File: src/usb_ep_pkg.sv
// constants and encodings for the low-speed endpoint handshake block
// Behaviour
// - set suspend flag stops the USB clock
// - bus reset detect sets read-only flag bit5
// - reset enable propagates bus reset to system
// - acked endpoint-zero transmit sets done bit4
// - NAK IN when tx disabled or done
// - acked endpoint-zero receive sets done bit3
// - NAK OUT when rx disabled or done
// - shared endpoint transmit ack sets bit2
// - shared done flag set means NAK IN
// - end of packet sets bit1, software clears
// - activity during suspend sets wake-up bit0
// - sequence bit picks DATA0 or DATA1
// - halt bit answers IN/OUT with STALL
// - SETUP token clears the halt bit
// - receive enable bit4 permits OUT data
// - bits3..0 hold tx byte count, reset clears
// - each flag has an enable bit
package usb_ep_pkg;

  // ****************************************************
  // register indexes, byte address is four times these
  // ****************************************************
  localparam logic [7:0] IDX_STATUS = 8'hE8;
  localparam logic [7:0] IDX_IRQ_EN = 8'hE9;
  localparam logic [7:0] IDX_CTRL = 8'hEA;
  localparam logic [7:0] IDX_SHARED = 8'hF0;

  // ****************************************************
  // field positions
  // ****************************************************
  localparam int BIT_SUSPEND = 7;
  localparam int BIT_RSV = 6;
  localparam int BIT_BUS_RST = 5;
  localparam int BIT_CTX_DONE = 4;
  localparam int BIT_CRX_DONE = 3;
  localparam int BIT_STX_DONE = 2;
  localparam int BIT_PKT_END = 1;
  localparam int BIT_WAKEUP = 0;
  localparam int BIT_RST_PROP = 6;
  localparam int BIT_TX_SEQ = 7;
  localparam int BIT_HALT = 6;
  localparam int BIT_TX_EN = 5;
  localparam int BIT_RX_EN = 4;
  localparam int BIT_SH_EN = 0;

  // ****************************************************
  // reset values
  // ****************************************************
  localparam logic [7:0] RST_STATUS = 8'h00;
  localparam logic [7:0] RST_IRQ_EN = 8'h00;
  localparam logic [7:0] RST_CTRL = 8'h00;
  localparam logic RST_SHARED = 1'b0;
  localparam logic RST_WAIT = 1'b1;
  localparam logic [31:0] RST_RDATA = 32'h00000000;

  // ****************************************************
  // token kinds and reply codes
  // ****************************************************
  localparam logic [1:0] TOK_IN = 2'h1;
  localparam logic [1:0] TOK_OUT = 2'h2;
  localparam logic [1:0] TOK_SETUP = 2'h3;
  localparam logic [3:0] EP_CTRL = 4'h0;
  localparam logic [3:0] EP_ONE = 4'h1;
  localparam logic [3:0] EP_TWO = 4'h2;
  localparam logic [2:0] REP_NONE = 3'h0;
  localparam logic [2:0] REP_ACK = 3'h1;
  localparam logic [2:0] REP_NAK = 3'h2;
  localparam logic [2:0] REP_STALL = 3'h3;
  localparam logic [2:0] REP_DATA0 = 3'h4;
  localparam logic [2:0] REP_DATA1 = 3'h5;

endpackage

File: src/ep_reply_if.sv
// carrier between the register owner and the reply decider
`timescale 1ns/1ps
interface ep_reply_if;
  import usb_ep_pkg::*;
  logic token_valid;
  logic [1:0] token_kind;
  logic [3:0] token_ep;
  logic ctrl_tx_enable;
  logic ctrl_tx_done_flag;
  logic ctrl_rx_enable;
  logic ctrl_rx_done_flag;
  logic ctrl_force_halt;
  logic ctrl_tx_sequence;
  logic shared_tx_enable;
  logic shared_tx_done_flag;
  logic [2:0] reply;
  modport owner (output token_valid, token_kind, token_ep, ctrl_tx_enable, ctrl_tx_done_flag,
    ctrl_rx_enable, ctrl_rx_done_flag, ctrl_force_halt, ctrl_tx_sequence, shared_tx_enable,
    shared_tx_done_flag, input reply);
  modport decider (input token_valid, token_kind, token_ep, ctrl_tx_enable, ctrl_tx_done_flag,
    ctrl_rx_enable, ctrl_rx_done_flag, ctrl_force_halt, ctrl_tx_sequence, shared_tx_enable,
    shared_tx_done_flag, output reply);
endinterface

File: src/usb_lowspeed_endpoint_handshake.sv
// status flags, endpoint-zero control and register slave of the USB function
`timescale 1ns/1ps
module usb_lowspeed_endpoint_handshake import usb_ep_pkg::*; (
  input wire logic sys_clk_i,
  input wire logic rst_b_i,
  input wire logic [7:0] avs_address_i,
  input wire logic avs_read_i,
  input wire logic avs_write_i,
  input wire logic [31:0] avs_writedata_i,
  input wire logic [3:0] avs_byteenable_i,
  output logic [31:0] avs_readdata_o,
  output logic avs_waitrequest_o,
  input wire logic token_valid_i,
  input wire logic [1:0] token_kind_i,
  input wire logic [3:0] token_ep_i,
  input wire logic ctrl_tx_ack_i,
  input wire logic ctrl_rx_ok_i,
  input wire logic shared_tx_ack_i,
  input wire logic bus_reset_det_i,
  input wire logic eop_det_i,
  input wire logic bus_activity_i,
  output logic reply_valid_o,
  output logic [2:0] reply_code_o,
  output logic [3:0] ctrl_tx_byte_count_o,
  output logic usb_clk_stop_o,
  output logic cpu_reset_req_o,
  output logic usb_irq_o
);

  // ****************************************************
  // state
  // ****************************************************
  logic [7:0] status_ff;
  logic [7:0] nxt_status;
  logic [7:0] irq_en_ff;
  logic [7:0] nxt_irq_en;
  logic [7:0] ctrl_ff;
  logic [7:0] nxt_ctrl;
  logic shared_en_ff;
  logic nxt_shared_en;
  logic wait_ff;
  logic nxt_wait;
  logic [31:0] rdata_ff;
  logic [31:0] nxt_rdata;
  logic reply_valid_ff;
  logic nxt_reply_valid;
  logic [2:0] reply_ff;
  logic [2:0] nxt_reply;
  logic clk_stop_ff;
  logic nxt_clk_stop;
  logic rst_req_ff;
  logic nxt_rst_req;
  logic irq_ff;
  logic nxt_irq;

  logic wr_done;
  logic rd_done;
  logic wr_lane;
  logic setup_ctrl;
  logic [7:0] sets;
  logic [7:0] pending;

  ep_reply_if rif ();

  ep_reply_decide u_decide (
    .rif(rif)
  );

  assign rif.token_valid = token_valid_i;
  assign rif.token_kind = token_kind_i;
  assign rif.token_ep = token_ep_i;
  assign rif.ctrl_tx_enable = ctrl_ff[BIT_TX_EN];
  assign rif.ctrl_tx_done_flag = status_ff[BIT_CTX_DONE];
  assign rif.ctrl_rx_enable = ctrl_ff[BIT_RX_EN];
  assign rif.ctrl_rx_done_flag = status_ff[BIT_CRX_DONE];
  assign rif.ctrl_force_halt = ctrl_ff[BIT_HALT];
  assign rif.ctrl_tx_sequence = ctrl_ff[BIT_TX_SEQ];
  assign rif.shared_tx_enable = shared_en_ff;
  assign rif.shared_tx_done_flag = status_ff[BIT_STX_DONE];

  // ****************************************************
  // next values
  // ****************************************************
  always_comb begin
    // a request completes on the edge where waitrequest is low
    wr_done = avs_write_i && !wait_ff;
    rd_done = avs_read_i && !wait_ff;
    wr_lane = wr_done && avs_byteenable_i[0];
    setup_ctrl = token_valid_i && token_kind_i == TOK_SETUP && token_ep_i == EP_CTRL;
    nxt_wait = !((avs_read_i || avs_write_i) && wait_ff);

    sets = 8'h00;
    sets[BIT_BUS_RST] = bus_reset_det_i;
    sets[BIT_CTX_DONE] = ctrl_tx_ack_i;
    sets[BIT_CRX_DONE] = ctrl_rx_ok_i;
    sets[BIT_STX_DONE] = shared_tx_ack_i;
    sets[BIT_PKT_END] = eop_det_i;
    sets[BIT_WAKEUP] = bus_activity_i && status_ff[BIT_SUSPEND];

    nxt_status = status_ff;
    if (wr_lane && avs_address_i == IDX_STATUS) begin
      nxt_status = avs_writedata_i[7:0];
      nxt_status[BIT_BUS_RST] = status_ff[BIT_BUS_RST];
    end
    if (rd_done && avs_address_i == IDX_STATUS) begin
      nxt_status[BIT_BUS_RST] = 1'b0;
    end
    nxt_status = nxt_status | sets;
    nxt_status[BIT_RSV] = 1'b0;

    nxt_irq_en = irq_en_ff;
    if (wr_lane && avs_address_i == IDX_IRQ_EN) begin
      nxt_irq_en = avs_writedata_i[7:0];
    end

    nxt_ctrl = ctrl_ff;
    if (wr_lane && avs_address_i == IDX_CTRL) begin
      nxt_ctrl = avs_writedata_i[7:0];
    end
    if (setup_ctrl) begin
      nxt_ctrl[BIT_HALT] = 1'b0;
    end

    nxt_shared_en = shared_en_ff;
    if (wr_lane && avs_address_i == IDX_SHARED) begin
      nxt_shared_en = avs_writedata_i[BIT_SH_EN];
    end

    nxt_rdata = rdata_ff;
    if (avs_read_i && wait_ff) begin
      unique case (avs_address_i)
        IDX_STATUS: nxt_rdata = {24'h000000, status_ff};
        IDX_IRQ_EN: nxt_rdata = {24'h000000, irq_en_ff};
        IDX_CTRL: nxt_rdata = {24'h000000, ctrl_ff};
        IDX_SHARED: nxt_rdata = {31'h00000000, shared_en_ff};
        default: nxt_rdata = 32'h00000000;
      endcase
    end

    nxt_reply = rif.reply;
    nxt_reply_valid = rif.reply != REP_NONE;
    nxt_clk_stop = status_ff[BIT_SUSPEND];
    nxt_rst_req = bus_reset_det_i && irq_en_ff[BIT_RST_PROP];

    // per-flag enable, wake-up only while suspended
    pending = status_ff & irq_en_ff;
    pending[BIT_RSV] = 1'b0;
    pending[BIT_WAKEUP] = pending[BIT_WAKEUP] && status_ff[BIT_SUSPEND];
    nxt_irq = |pending;
  end

  // ****************************************************
  // registers
  // ****************************************************
  always_ff @(posedge sys_clk_i or negedge rst_b_i) begin
    if (!rst_b_i) begin
      status_ff <= RST_STATUS;
      irq_en_ff <= RST_IRQ_EN;
      ctrl_ff <= RST_CTRL;
      shared_en_ff <= RST_SHARED;
      wait_ff <= RST_WAIT;
      rdata_ff <= RST_RDATA;
      reply_valid_ff <= 1'b0;
      reply_ff <= REP_NONE;
      clk_stop_ff <= 1'b0;
      rst_req_ff <= 1'b0;
      irq_ff <= 1'b0;
    end else begin
      status_ff <= nxt_status;
      irq_en_ff <= nxt_irq_en;
      ctrl_ff <= nxt_ctrl;
      shared_en_ff <= nxt_shared_en;
      wait_ff <= nxt_wait;
      rdata_ff <= nxt_rdata;
      reply_valid_ff <= nxt_reply_valid;
      reply_ff <= nxt_reply;
      clk_stop_ff <= nxt_clk_stop;
      rst_req_ff <= nxt_rst_req;
      irq_ff <= nxt_irq;
    end
  end

  assign avs_readdata_o = rdata_ff;
  assign avs_waitrequest_o = wait_ff;
  assign reply_valid_o = reply_valid_ff;
  assign reply_code_o = reply_ff;
  assign ctrl_tx_byte_count_o = ctrl_ff[3:0];
  assign usb_clk_stop_o = clk_stop_ff;
  assign cpu_reset_req_o = rst_req_ff;
  assign usb_irq_o = irq_ff;
endmodule

File: src/ep_reply_decide.sv
// handshake choice for IN, OUT and SETUP tokens
`timescale 1ns/1ps
module ep_reply_decide import usb_ep_pkg::*; (
  ep_reply_if.decider rif
);

  logic in_ok;
  logic out_ok;

  always_comb begin
    in_ok = rif.ctrl_tx_enable && !rif.ctrl_tx_done_flag;
    out_ok = rif.ctrl_rx_enable && !rif.ctrl_rx_done_flag;
    rif.reply = REP_NONE;
    if (rif.token_valid && rif.token_ep == EP_CTRL) begin
      unique case (rif.token_kind)
        TOK_SETUP: begin
          rif.reply = REP_ACK;
        end
        TOK_IN: begin
          if (rif.ctrl_force_halt) begin
            rif.reply = REP_STALL;
          end else if (!in_ok) begin
            rif.reply = REP_NAK;
          end else begin
            rif.reply = rif.ctrl_tx_sequence ? REP_DATA1 : REP_DATA0;
          end
        end
        TOK_OUT: begin
          if (rif.ctrl_force_halt) begin
            rif.reply = REP_STALL;
          end else if (!out_ok) begin
            rif.reply = REP_NAK;
          end else begin
            rif.reply = REP_ACK;
          end
        end
        default: begin
          rif.reply = REP_NONE;
        end
      endcase
    end else if (rif.token_valid && rif.token_kind == TOK_IN &&
                 (rif.token_ep == EP_ONE || rif.token_ep == EP_TWO)) begin
      if (rif.shared_tx_done_flag || !rif.shared_tx_enable) begin
        rif.reply = REP_NAK;
      end else begin
        rif.reply = REP_DATA0;
      end
    end
  end

endmodule

File: config.mk
export PLATFORM = sky130hd
export DESIGN_NAME = usb_lowspeed_endpoint_handshake
export DESIGN_NICKNAME = d
export VERILOG_FILES = /design/src/usb_ep_pkg.sv /design/src/ep_reply_if.sv /design/src/usb_lowspeed_endpoint_handshake.sv /design/src/ep_reply_decide.sv
export SDC_FILE = /design/constraint.sdc
export NUM_CORES = 1
export LEC_CHECK = 0
export BUFFER_PORTS_ARGS = -buffer_cell sky130_fd_sc_hd__buf_2
export CELL_PAD_IN_SITES_DETAIL_PLACEMENT = 1
export CELL_PAD_IN_SITES_GLOBAL_PLACEMENT = 2
export CORE_MARGIN = 10
export CORE_UTILIZATION = 27
export CTS_CLUSTER_SIZE = 30
export DETAILED_ROUTE_END_ITERATION = 10
export GPL_TIMING_DRIVEN = 1
export PLACE_DENSITY_LB_ADDON = 0.15
export SYNTH_ARGS = -nofsm -noshare
export SYNTH_HDL_FRONTEND = slang
export SYNTH_SLANG_ARGS = --single-unit
export TNS_END_PERCENT = 50
File: constraint.sdc
create_clock -name sys_clk_i -period 2.25 [get_ports sys_clk_i]
set_input_delay 0.45 -clock sys_clk_i [delete_from_list [all_inputs] [get_ports sys_clk_i]]
set_output_delay 0.45 -clock sys_clk_i [all_outputs]
set_load 0.01 [all_outputs]
==> impl_metrics.ini <==
[outcome]
outcome = complete, no violations

[power_and_ir_drop]
switching_power_uw = 350
clock_power_share_pct = 33.7
powerDensity_mw_per_mm2 = 540
p_leak_nw = 1.22
power_mw = 1.35
p_comb_share_pct = 11.5
power_frac_seq_pct = 54.8
switching_share_pct = 26.0
internal_power_uw = 997
ir_drop_mv = 0.184

[sta]
fin_hold_ws_ns = 0.210
slew_headroom_pct = 66.1
worst_pin_slew_ns = 0.509
drv_slew = 0
setup_viol = 0
setup_ws_ns = 0.538
hold_viol = 0
period_share_pct = 76.1
fmax_mhz = 584
skew_ns = 0.00476
rsz0062_at_grt = false
min_period_ns = 1.71
tns_ns = 0

[synthesis]
synth.distinct_cells = 45
ys_seq_area_share_pct = 48.0
syn_avg_cell_area_um2 = 11.5
synth_area_leaders = dfrtp_1 47%, buf_4 8.6%, mux2_2 8.6%, mux2i_1 3.8%, a22o_1 2.9%
syn_area_mm2 = 0.00209
synthCells = 182
yosysWarnings = 0
synth_enable_flop_cells = 0
yosysTopAreaCell = dfrtp_1
synth-seq-cells = 40
synth.top_cell.area_share_pct = 46.7
synthArstFlopShare_pct = 100
ys.flop_type = dfrtp_1

[grt]
grt.overflow.total = 0
grt_use_total_pct = 9.68
grt_pass1_wl_um = 8860
antenna_found_initial = 0
grt_max_degree = 41
grt_pass1_vias = 1607

[routing]
num_vias = 1518
drt-wirelength-per-cell_um = 16.4
first_pass_iters = 4
vias_per_cell = 4.40
routed_wl_um = 5650
drtIter0Drc = 47
ant_nets = 0
drc = 0

[critical_path]
cp_slowest_cell = dfstp_2
crit_chain = nand3b_1, nor4b_4, buf_4, mux2_2
end_kind = flop
critPathKind = reg2reg
startpoint_type = flop
critPathRequiredTime_ns = 2.43
max_stage_delay_ns = 0.39
crit_fanout = 7
worstPathArrival_ns = 1.89

[floorplanning]
dieArea_mm2 = 0.0117
core.rowCount = 32
core_area_mm2 = 0.00761
start_util_pct = 27.5
dieHeight_um = 108
boundaryPins = 105
die_w_um = 108

[clock_network]
cts_inserted_buffers = 5
cts_root_buf = clkbuf_8
cts_tree = built
post_cts_buffers = 0
path_clk_slew_ns = 0.07
cts_buffer_depth = 2
cts_htree_levels = 2
postCtsHoldBufs = 0
cts.sinks = 40
cts_resized = 0
insertion_delay_ns = 0.29

[hold_path]
holdCritPathClass = in2async

[layout]
diodes = 0
drive_above_1_share_pct = 36.6
synthToLayoutAreaGrowth_pct = 19.3
fillers = 887
nets = 304
design_area_mm2 = 0.00249

[place]
place_congestion = 0.729
dpl-instance-area_mm2 = 0.00241
pre_cts_ws_ns = 0.328
portBuffers = 53
place_hpwl_um = 4450

[job]
max_cap_violations = 0
## through the flow
step	utilization, %	cells
after global routing	32.8	345
after global placement	31.7	338
final	32.8	345
after CTS	32.8	345
after floorplan	-	205
after detailed placement	31.7	338
## Yosys cell counts (2+ instances only)
cell,count
buf_2,2
o21ai_0,10
inv_1,2
nor3b_1,5
a22oi_1,2
mux2_2,16
buf_4,24
nor2_1,6
mux2i_1,8
dfrtp_1,39
nor3_1,6
nand2_1,11
nand2b_1,6
a21oi_1,5
a22o_1,7
nor4_4,2
nor2b_1,3
## metal layers
metal  vias to the layer above  routed length, um  track usage [%]
met4                         0                 47             3.15
met1                       727               2500             12.2
met3                         2                419             3.69
li1                        735                  -                -
met2                        54               2680             14.9
met5                         -                  0                0
## sequential cells by signal, indices dropped and copies added, names as in the netlist
signal	count
avs_readdata_o	8
ctrl_ff	8
irq_en_ff	8
status_ff	7
reply_code_o	3
avs_waitrequest_o	1
cpu_reset_req_o	1
reply_valid_o	1
rif.shared_tx_enable	1
usb_clk_stop_o	1
usb_irq_o	1
## cell type report
class	instances	area, um^2	area share [%]
sequential	40	1000	40.2
multi-input combinational	135	967	38.8
timing repair buffer	59	310	12.4
tap	102	128	5.12
clock buffer	6	72.6	2.91
inverter	2	7.51	0.301
clock inverter	1	5.00	0.201
## worst paths after layout
kind,from,end,slack [ns],cells after the start
worst max-delay path,avs_waitrequest_o$_DFF_PN1_,irq_en_ff[0]$_DFFE_PN0P_,0.54,4
worst min-delay path,rst_b_i,avs_readdata_o[0]$_DFFE_PN0P_,0.21,2
worst max register to register,avs_waitrequest_o$_DFF_PN1_,irq_en_ff[0]$_DFFE_PN0P_,0.54,4
worst min register to register,status_ff[7]$_DFFE_PN0N_,usb_clk_stop_o$_DFF_PN0_,0.48,0
max in group asynchronous,rst_b_i,ctrl_ff[1]$_DFFE_PN0P_,1.68,2
min in group sys_clk_i,avs_write_i,avs_waitrequest_o$_DFF_PN1_,0.33,2
## power by group through the flow
stage          Clock, mW  Combinational, mW  Sequential, mW
2_1_floorplan          0              0.104           0.754
3_3_place_gp           0              0.155           0.752
3_5_place_dp           0              0.156           0.752
4_1_cts            0.477              0.157           0.738
5_1_grt            0.506              0.174           0.740
6_report           0.454              0.154           0.738
## worst max-delay path, delay by kind of cell (launching register included)
| family | cells | cell delay [ns] |
|---|---|---|
| simple gates | 2 | 0.65 |
| flops | 1 | 0.39 |
| buf+inv | 1 | 0.22 |
| mux | 1 | 0.34 |
## cells in the final DEF (no fill, tap or decap), types with 6 or more instances in the layout
cell,netlist,layout
o21ai_0,10,10
mux2i_1,8,8
a22o_1,7,7
nand2b_1,6,6
nor2_1,6,6
dfrtp_1,39,39
nor3_1,6,6
mux2_2,16,16
conb_1,1,24
buf_2,2,53
nand2_1,11,11
buf_4,24,6
## logic make-up (layout without fill, tap and decap cells)
| logic type | Yosys count | after routing | share of synthesized area (%) |
|---|---|---|---|
| other | 1 | 24 | 0.179 |
| buffers and inverters | 30 | 68 | 9.88 |
| flip-flops | 40 | 40 | 48.0 |
| AND/OR/NAND/NOR | 50 | 50 | 16.8 |
| adder cells (fa/ha/maj) | 1 | 1 | 0.479 |
| AO/OA/AOI/OAI | 35 | 35 | 11.8 |
| XOR/XNOR | 1 | 1 | 0.419 |
| multiplexers | 24 | 24 | 12.5 |
Note: power is estimated with default switching activity, not from simulation.
